## config.mk

```make
export PLATFORM = sky130hd
export DESIGN_NAME = tat_timer
export DESIGN_NICKNAME = d
export VERILOG_FILES = /design/src/verilog/tat_pkg.sv /design/src/verilog/tat_sync2.sv /design/src/verilog/tat_prescale.sv /design/src/verilog/tat_timer.sv
export SDC_FILE = /design/constraint.sdc
export NUM_CORES = 1
export LEC_CHECK = 0
export BUFFER_PORTS_ARGS = -buffer_cell sky130_fd_sc_hd__buf_4
export CAP_MARGIN = 10
export CORE_UTILIZATION = 50
export DETAILED_ROUTE_END_ITERATION = 10
export PLACE_DENSITY = 0.81
export SLEW_MARGIN = 20
export SYNTH_ARGS = -nofsm -noshare
export SYNTH_HDL_FRONTEND = slang
export SYNTH_SLANG_ARGS = --single-unit
export TNS_END_PERCENT = 20
```

## constraint.sdc

```tcl
create_clock -name clk_i -period 2.5 [get_ports clk_i]
set_input_delay 0.625 -clock clk_i [delete_from_list [all_inputs] [get_ports clk_i]]
set_output_delay 0.625 -clock clk_i [all_outputs]
set_load 0.05 [all_outputs]
```

## src/verilog/tat_pkg.sv

```systemverilog
// package: register map, field positions, reset values and types of the 16-bit timer
package tat_pkg;

    // ****************************************
    // register offsets
    // ****************************************
    localparam logic [11:0] TAT_CONTROL_OFF = 12'h600;
    localparam logic [11:0] TAT_COUNT_OFF = 12'h610;
    localparam logic [11:0] TAT_PERIOD_OFF = 12'h620;
    localparam logic [11:0] TAT_IRQ_STAT_OFF = 12'h630;
    localparam logic [11:0] TAT_IRQ_CLR_OFF = 12'h640;
    localparam logic [11:0] TAT_IRQ_EN_OFF = 12'h650;
    localparam logic [3:0] TAT_ALIAS_CLR = 4'h4;
    localparam logic [3:0] TAT_ALIAS_SET = 4'h8;
    localparam logic [3:0] TAT_ALIAS_INV = 4'hC;

    // ****************************************
    // control word fields
    // ****************************************
    localparam int TAT_ON_BIT = 15;
    localparam int TAT_STOP_IN_IDLE_BIT = 13;
    localparam int TAT_WBLK_BIT = 12;
    localparam int TAT_WPEND_BIT = 11;
    localparam int TAT_GATE_BIT = 7;
    localparam int TAT_PS_LSB = 4;
    localparam int TAT_SYNC_BIT = 2;
    localparam int TAT_CS_BIT = 1;
    localparam logic [15:0] TAT_CONTROL_WMASK = 16'hB0B6;

    // ****************************************
    // reset values and prescale counts
    // ****************************************
    localparam logic [15:0] TAT_CONTROL_RST = 16'h0000;
    localparam logic [15:0] TAT_COUNT_RST = 16'h0000;
    localparam logic [15:0] TAT_PERIOD_RST = 16'hFFFF;
    localparam logic [7:0] TAT_PS_DIV1 = 8'h00;
    localparam logic [7:0] TAT_PS_DIV8 = 8'h07;
    localparam logic [7:0] TAT_PS_DIV64 = 8'h3F;
    localparam logic [7:0] TAT_PS_DIV256 = 8'hFF;

    // interrupt status bits
    localparam int TAT_EV_PERIOD = 0;
    localparam int TAT_EV_GATE = 1;

    typedef struct packed {
        logic [11:0] addr;
        logic [31:0] wdata;
        logic wr;
        logic rd;
    } tat_bus_req_type;

    typedef enum logic [1:0] {
        TAT_OP_WRITE,
        TAT_OP_CLR,
        TAT_OP_SET,
        TAT_OP_INV
    } tat_op_type;

endpackage

```

## src/verilog/tat_sync2.sv

```systemverilog
// two flip-flop synchroniser for one level
`timescale 1ns/1ps
`default_nettype none
module tat_sync2 (
    input wire logic clk_i,
    input wire logic rst_b_i,
    input wire logic d_i,
    output logic q_o
);
    logic meta_reg;

    always_ff @(posedge clk_i) begin
        if (!rst_b_i) begin
            meta_reg <= 1'b0;
            q_o <= 1'b0;
        end else begin
            meta_reg <= d_i;
            q_o <= meta_reg;
        end
    end
endmodule
`default_nettype wire

```

## src/verilog/tat_prescale.sv

```systemverilog
// prescaler: passes one tick out of 1, 8, 64 or 256 input ticks
`timescale 1ns/1ps
`default_nettype none
module tat_prescale
    import tat_pkg::*;
(
    input wire logic clk_i,
    input wire logic rst_b_i,
    input wire logic clear_i,
    input wire logic tick_i,
    input wire logic [1:0] sel_i,
    output logic tick_o
);
    logic [7:0] cnt_reg;
    logic [7:0] limit;

    always_comb begin
        case (sel_i)
            2'h0: limit = TAT_PS_DIV1;
            2'h1: limit = TAT_PS_DIV8;
            2'h2: limit = TAT_PS_DIV64;
            default: limit = TAT_PS_DIV256;
        endcase
    end

    assign tick_o = tick_i && (cnt_reg >= limit);

    always_ff @(posedge clk_i) begin
        if (!rst_b_i || clear_i) begin
            cnt_reg <= 8'h00;
        end else if (tick_i) begin
            cnt_reg <= (cnt_reg >= limit) ? 8'h00 : cnt_reg + 8'h01;
        end
    end
endmodule
`default_nettype wire

```

## src/verilog/tat_timer.sv

```systemverilog
// 16-bit type A timer: registers, clock selection, gating, count and interrupt
`timescale 1ns/1ps
`default_nettype none

//Contract
// - the timer counts only while control bit 15 is one and stops when it is cleared.
// - with bit 13 set the timer halts while the device is idle, otherwise it runs on.
// - with bit 12 set, count writes are ignored while an earlier async write is pending.
// - with bit 12 clear, back-to-back count writes are all accepted.
// - in async mode bit 11 reads one while a count write is still crossing over.
// - in sync mode bit 11 always reads zero.
// - gate enable bit 7 acts only with the internal clock and is ignored otherwise.
// - bits 5-4 divide the counting clock by 1, 8, 64 or 256.
// - with the external clock, bit 2 selects synchronised or unsynchronised input; when clear the synchronised pin is still used, one cycle later.
// - bit 1 selects the external clock pin when set and the internal clock when clear.
// - bits 31-16 and all unassigned control bits read as zero.
// - the control, count, period and interrupt enable registers have clear, set and invert aliases at offsets 0x4, 0x8 and 0xC.
// - the timer keeps running through idle when so configured.
module tat_timer
    import tat_pkg::*;
(
    input wire logic clk_i,
    input wire logic rst_b_i,
    input wire logic [11:0] addr_i,
    input wire logic [31:0] wdata_i,
    input wire logic wr_i,
    input wire logic rd_i,
    input wire logic idle_i,
    input wire logic ext_timer_clock_pin_i,
    input wire logic gate_i,
    output logic [31:0] rdata_o,
    output logic irq_o
);
    // ****************************************
    // registers and signals
    // ****************************************
    tat_bus_req_type req;
    logic [15:0] control_word_reg;
    logic [15:0] count_value_reg;
    logic [15:0] period_value_reg;
    logic [1:0] irq_stat_reg;
    logic [1:0] irq_en_reg;
    logic [15:0] pend_data_reg;
    logic pend_tgl_reg;
    logic ack_tgl_reg;
    logic [1:0] ack_sync_reg;
    logic ext_sync;
    logic ext_raw_reg;
    logic ext_prev_reg;
    logic gate_sync;
    logic gate_prev_reg;
    logic [11:0] base;
    tat_op_type op;
    logic [15:0] wval;
    logic [15:0] control_word_next;
    logic [15:0] count_value_next;
    logic [15:0] period_value_next;
    logic [15:0] irq_en_next;
    logic on_bit, stop_in_idle_bit, wblk_bit, gate_bit, sync_bit, cs_bit;
    logic async_mode;
    logic async_write_pending;
    logic count_wr;
    logic run;
    logic ext_edge;
    logic raw_tick;
    logic ps_tick;
    logic gated;
    logic gate_fall;
    logic period_hit;
    logic [1:0] ev;

    assign req = '{addr: addr_i, wdata: wdata_i, wr: wr_i, rd: rd_i};
    assign on_bit = control_word_reg[TAT_ON_BIT];
    assign stop_in_idle_bit = control_word_reg[TAT_STOP_IN_IDLE_BIT];
    assign wblk_bit = control_word_reg[TAT_WBLK_BIT];
    assign gate_bit = control_word_reg[TAT_GATE_BIT];
    assign sync_bit = control_word_reg[TAT_SYNC_BIT];
    assign cs_bit = control_word_reg[TAT_CS_BIT];
    assign async_mode = cs_bit && !sync_bit;

    // ****************************************
    // address decode and alias operation
    // ****************************************
    always_comb begin
        base = {req.addr[11:4], 4'h0};
        case (req.addr[3:0])
            TAT_ALIAS_CLR: op = TAT_OP_CLR;
            TAT_ALIAS_SET: op = TAT_OP_SET;
            TAT_ALIAS_INV: op = TAT_OP_INV;
            default: op = TAT_OP_WRITE;
        endcase
    end

    // alias operation applied to a current value
    function automatic logic [15:0] apply_op(input tat_op_type o, input logic [15:0] cur,
                                             input logic [15:0] d);
        case (o)
            TAT_OP_CLR: apply_op = cur & ~d;
            TAT_OP_SET: apply_op = cur | d;
            TAT_OP_INV: apply_op = cur ^ d;
            default: apply_op = d;
        endcase
    endfunction

    assign wval = req.wdata[15:0];
    assign control_word_next = apply_op(op, control_word_reg, wval) & TAT_CONTROL_WMASK;
    assign count_value_next = apply_op(op, count_value_reg, wval);
    assign period_value_next = apply_op(op, period_value_reg, wval);
    assign irq_en_next = apply_op(op, {14'h0000, irq_en_reg}, wval);

    // ****************************************
    // control and period registers
    // ****************************************
    always_ff @(posedge clk_i) begin
        if (!rst_b_i) begin
            control_word_reg <= TAT_CONTROL_RST;
        end else if (req.wr && base == TAT_CONTROL_OFF) begin
            control_word_reg <= control_word_next;
        end
    end

    always_ff @(posedge clk_i) begin
        if (!rst_b_i) begin
            period_value_reg <= TAT_PERIOD_RST;
        end else if (req.wr && base == TAT_PERIOD_OFF) begin
            period_value_reg <= period_value_next;
        end
    end

    // ****************************************
    // asynchronous count write handshake
    // ****************************************
    // write is held until the next external edge takes it over
    assign async_write_pending = async_mode && (pend_tgl_reg != ack_sync_reg[1]);
    assign count_wr = req.wr && base == TAT_COUNT_OFF
        && !(wblk_bit && async_write_pending);

    always_ff @(posedge clk_i) begin
        if (!rst_b_i) begin
            pend_tgl_reg <= 1'b0;
            pend_data_reg <= TAT_COUNT_RST;
        end else if (count_wr && async_mode) begin
            pend_data_reg <= count_value_next;
            if (!async_write_pending) begin
                pend_tgl_reg <= ~pend_tgl_reg;
            end
        end
    end

    always_ff @(posedge clk_i) begin
        if (!rst_b_i) begin
            ack_sync_reg <= 2'b00;
        end else begin
            ack_sync_reg <= {ack_sync_reg[0], ack_tgl_reg};
        end
    end

    // ****************************************
    // clock source and gate
    // ****************************************
    tat_sync2 u_ext_sync (
        .clk_i(clk_i),
        .rst_b_i(rst_b_i),
        .d_i(ext_timer_clock_pin_i),
        .q_o(ext_sync)
    );

    tat_sync2 u_gate_sync (
        .clk_i(clk_i),
        .rst_b_i(rst_b_i),
        .d_i(gate_i),
        .q_o(gate_sync)
    );

    // unsynchronised path adds one more register stage after the two-stage synchroniser
    always_ff @(posedge clk_i) begin
        if (!rst_b_i) begin
            ext_raw_reg <= 1'b0;
            ext_prev_reg <= 1'b0;
            gate_prev_reg <= 1'b0;
        end else begin
            ext_raw_reg <= ext_sync;
            ext_prev_reg <= sync_bit ? ext_sync : ext_raw_reg;
            gate_prev_reg <= gate_sync;
        end
    end

    assign ext_edge = (sync_bit ? ext_sync : ext_raw_reg) && !ext_prev_reg;
    assign run = on_bit && !(stop_in_idle_bit && idle_i);
    assign gated = !cs_bit && gate_bit;
    assign raw_tick = run && (cs_bit ? ext_edge : (!gated || gate_sync));
    assign gate_fall = run && gated && gate_prev_reg && !gate_sync;

    tat_prescale u_prescale (
        .clk_i(clk_i),
        .rst_b_i(rst_b_i),
        .clear_i(!on_bit),
        .tick_i(raw_tick),
        .sel_i(control_word_reg[TAT_PS_LSB +: 2]),
        .tick_o(ps_tick)
    );

    // ****************************************
    // counter
    // ****************************************
    assign period_hit = ps_tick && count_value_reg == period_value_reg;

    always_ff @(posedge clk_i) begin
        if (!rst_b_i) begin
            count_value_reg <= TAT_COUNT_RST;
            ack_tgl_reg <= 1'b0;
        end else if (count_wr && !async_mode) begin
            count_value_reg <= count_value_next;
        end else if (async_mode && ext_edge && pend_tgl_reg != ack_tgl_reg) begin
            count_value_reg <= pend_data_reg;
            ack_tgl_reg <= pend_tgl_reg;
        end else if (period_hit) begin
            count_value_reg <= 16'h0000;
        end else if (ps_tick) begin
            count_value_reg <= count_value_reg + 16'h0001;
        end
    end

    // ****************************************
    // interrupt status, enable, clear
    // ****************************************
    assign ev = {gate_fall, period_hit};

    always_ff @(posedge clk_i) begin
        if (!rst_b_i) begin
            irq_stat_reg <= 2'b00;
        end else if (req.wr && base == TAT_IRQ_CLR_OFF) begin
            irq_stat_reg <= (irq_stat_reg & ~req.wdata[1:0]) | ev;
        end else begin
            irq_stat_reg <= irq_stat_reg | ev;
        end
    end

    always_ff @(posedge clk_i) begin
        if (!rst_b_i) begin
            irq_en_reg <= 2'b00;
        end else if (req.wr && base == TAT_IRQ_EN_OFF) begin
            irq_en_reg <= irq_en_next[1:0];
        end
    end

    always_ff @(posedge clk_i) begin
        if (!rst_b_i) begin
            irq_o <= 1'b0;
        end else begin
            irq_o <= |((irq_stat_reg | ev) & irq_en_reg);
        end
    end

    // ****************************************
    // read data
    // ****************************************
    always_ff @(posedge clk_i) begin
        if (!rst_b_i) begin
            rdata_o <= 32'h0000_0000;
        end else if (req.rd) begin
            case (base)
                TAT_CONTROL_OFF: rdata_o <= {16'h0000, control_word_reg
                    | (16'(async_write_pending) << TAT_WPEND_BIT)};
                TAT_COUNT_OFF: rdata_o <= {16'h0000, count_value_reg};
                TAT_PERIOD_OFF: rdata_o <= {16'h0000, period_value_reg};
                TAT_IRQ_STAT_OFF: rdata_o <= {30'h0000_0000, irq_stat_reg};
                TAT_IRQ_EN_OFF: rdata_o <= {30'h0000_0000, irq_en_reg};
                default: rdata_o <= 32'h0000_0000;
            endcase
        end else begin
            rdata_o <= 32'h0000_0000;
        end
    end

    // ****************************************
    // checks
    // ****************************************
    a_off_no_count: assert property (@(posedge clk_i) disable iff (!rst_b_i)
        !on_bit && !(count_wr || $past(count_wr)) |=> $stable(count_value_reg))
        else $error("count moved while disabled");
    a_idle_halt: assert property (@(posedge clk_i) disable iff (!rst_b_i)
        stop_in_idle_bit && idle_i |-> !raw_tick)
        else $error("tick while stopped in idle");
    a_sync_no_pend: assert property (@(posedge clk_i) disable iff (!rst_b_i)
        !async_mode |-> !async_write_pending)
        else $error("write pending in sync mode");
    a_blocked_write: assert property (@(posedge clk_i) disable iff (!rst_b_i)
        req.wr && base == TAT_COUNT_OFF && wblk_bit && async_write_pending
        |=> $stable(pend_data_reg))
        else $error("blocked count write accepted");
    a_gate_ignored: assert property (@(posedge clk_i) disable iff (!rst_b_i)
        cs_bit |-> !gate_fall)
        else $error("gate acted with external clock");
    a_period_wrap: assert property (@(posedge clk_i) disable iff (!rst_b_i)
        period_hit && !count_wr && !async_mode |=> count_value_reg == 16'h0000
        && irq_stat_reg[TAT_EV_PERIOD])
        else $error("no wrap at period");
    a_gate_flag: assert property (@(posedge clk_i) disable iff (!rst_b_i)
        gate_fall |=> irq_stat_reg[TAT_EV_GATE])
        else $error("gate fall not flagged");
    a_ctl_zeros: assert property (@(posedge clk_i) disable iff (!rst_b_i)
        $past(req.rd) && $past(base) == TAT_CONTROL_OFF |-> rdata_o[31:16] == 16'h0000
        && rdata_o[14] == 1'b0 && rdata_o[10:8] == 3'h0)
        else $error("unimplemented control bits nonzero");
    a_alias_set: assert property (@(posedge clk_i) disable iff (!rst_b_i)
        req.wr && req.addr == (TAT_PERIOD_OFF | 12'(TAT_ALIAS_SET))
        |=> period_value_reg == ($past(period_value_reg) | $past(wval)))
        else $error("set alias failed");
endmodule
`default_nettype wire

```

==> metrics.txt <==
outcome=finished clean; share of post-route cells with drive strength above 1=0.144; switching pwr=0.964 mW; die area=0.0151 mm²; total I/O pin count=84; RePlAce Congestion=0.961; CP Class=reg -> reg; antenna violations before repair=0; Buf/Inv on CP=2; initial DRC count=728; sequential power share=0.435; port buffer count=51; clock buffer depth=2; Slew Viols, Final=0; Async SR Flop Fraction=0; commonest non-fill, non-tap cell in the layout=nor2_1; Max Clock Freq=roughly 430 MHz; internal power=about 2.6 mW; Net Sw Frac=0.272; Vias/cell=6.11; clk_lat worst skew=about 360 ps; Syn. warnings=0; Peak VDD IR=~0.28 mV; Hold Vio Cnt, Final=0; Synth Flop Type=dfxtp_1; crit-path leading delay family=simple AND/OR/NAND/NOR gates; n_diodes=0; Synth Instances=904; Post-synth EDFFs=0; Critical Path Fanout Max=11; per-cell routed wire length=roughly 18 µm; CTS buffer count=9; MaxCap Viol Count=0; Leak=3.82 nW; flop and latch count out of synthesis=96; global route overflow=0; pwr dens=427 mW/mm²; fin nets=1,092; CP max-delay cell=dfxtp_1; Place WS=158 ps; worst hold path class=reg -> reg; CP Cell Sequence=nand2_1 > ha_1 > a21o_1 > nor3_1 > buf_4 > or2_1 > buf_4 > nor3_1 > o31a_1; Post-DRT Antenna Nets=0; DP HPWL=roughly 15,000 µm; Root Driver=clkbuf_16; final worst path period share=0.928; Worst EP required=roughly 2800 ps; # Post-CTS Setup Buffers=0; Comb pwr share=0.146; CP arrival=2570 ps; Slew @ Worst Pin=752 ps; detailed-route DRC error count=0; minimum clock period=2320 ps; initial core utilization=0.519; Final Setup Violations=0; register area share after synthesis=0.263; Setup TNS=0 ps; unrepaired setup endpoints after global routing=no; row count=43; CP peak stage delay=460 ps; clock network power share=0.419; most frequent cells in the layout=103 x nor2_1, 96 x dfxtp_1, 89 x ha_1, 89 x buf_4, 65 x inv_1; Detailed Route WL=20,500 µm; first-pass iteration count of the detailed router=5; crit end category=flip-flop; Mapped Area=approximately 0.0073 mm²; Rel. slew slack=0.497; Avg Cell Area, Syn=8.09 µm²; Synth cell types=64; Worst Skew=9.25 ps; Worst-path clk slew=60 ps; Min-Delay Startpoint=u_gate_sync.meta_reg; fin worst setup slack=180 ps; vias in the first global route=6,558; CP startpoint kind=flip-flop; vias after detailed routing=slightly below 7,000; core region area=approximately 0.014 mm²; die height=approximately 120 µm; RR Startpoint=control_word_reg[5]; die width=123 µm; Synth-to-Final Area Change=13.7%; clk sinks=between 90 and 100; CTS tree=yes; crit path from=control_word_reg[5]; All-Layer GR Usage=0.284; first-pass GRT wire length=about 33,000 µm; CTS H-Tree Depth=3; largest net degree at the start of global routing=50
## cells in the mapped netlist, drive strengths merged (3+ instances only)
library cell,number,share of area
nand2,61,0.031
mux2,9,0.014
nor2b,5,0.0043
nor4,7,0.0060
o211ai,23,0.024
o221a,6,0.0092
and2,14,0.012
clkbuf,29,0.015
o22ai,5,0.0043
ha,89,0.15
nor3,10,0.0068
a211oi,11,0.011
a22o,7,0.0084
mux2i,53,0.073
dfxtp,96,0.26
buf,44,0.038
a2111oi,5,0.0060
or2,4,0.0034
nor3b,3,0.0044
a22oi,34,0.036
o21ai,40,0.027
a31oi,5,0.0043
and3,4,0.0034
nand4,15,0.013
a21oi,64,0.044
nor2,104,0.054
nand2b,7,0.0070
xor2,24,0.030
a221oi,9,0.011
nand3,16,0.011
inv,65,0.033
o21a,9,0.0092
and4,4,0.0050
## final timing paths
path	slack, ps	cells after the start	to
hold reg to reg	430	1	u_gate_sync.q_o
setup / recovery	180	9	count_value_reg[9]
hold / removal	430	1	u_gate_sync.q_o
setup reg to reg	180	9	count_value_reg[9]
## metal layers
layer / up-vias / share of wire / track usage
met5: - / 0 / 0
met4: 0 / 0.031 / 0.133
met3: 51 / 0.083 / 0.0489
met2: 348 / 0.45 / 0.451
met1: 3279 / 0.43 / 0.375
li1: 3264 / - / -
## power by group through the flow
stage                     registers, mW  clock network, mW  logic (mW)
after floorplan                    1.58                  0       0.369
after global placement             1.58                  0       0.493
after detailed placement           1.58                  0       0.508
after CTS                          1.54               1.49       0.510
after global routing               1.54               1.56       0.566
final                              1.54               1.49       0.520
## area by class of cell
type                       count  area, µm²
sequential                    96       1920
clock inverter                 4       51.3
timing repair buffer          95        788
inverter                      65        244
fill                        1233       5780
clock buffer                  12        267
tap                          180        225
multi-input combinational    685       4820
## logic make-up after synthesis
family | Yosys count | synth area share
AO/OA/AOI/OAI | 232 | 0.211
XOR/XNOR | 25 | 0.0310
adder cells (fa/ha/maj) | 89 | 0.152
buffers and inverters | 138 | 0.0864
flip-flops | 96 | 0.263
multiplexers | 62 | 0.0864
other | 1 | 0.000513
AND/OR/NAND/NOR | 261 | 0.170
## repair_timing
action / in CTS / in global routing
hold endpoints to repair: 0 / 0
gates resized for setup: 0 / 1
hold buffers: 0 / 0
endpoints found under the setup margin: 0 / 4
## through the flow
step	instances	area [µm²]	hold slack [ps]	power [mW]	util
floorplan	919	7370	412	1.95	-
global placement	1121	8000	416	2.07	0.567
detailed placement	1121	8000	421	2.09	0.567
CTS	1137	8320	437	3.54	0.590
global route	1137	8320	445	3.67	0.590
finish	1137	8320	434	3.55	0.590
## worst register-to-register path, stage by stage (launching register included)
cell     delay [ps]
dfxtp_1         460
nand2_1         120
ha_1            290
a21o_1          190
nor3_1          200
buf_4           170
or2_1           210
buf_4           230
nor3_1           80
o31a_1          270
Power figures use the tool's default switching activity.
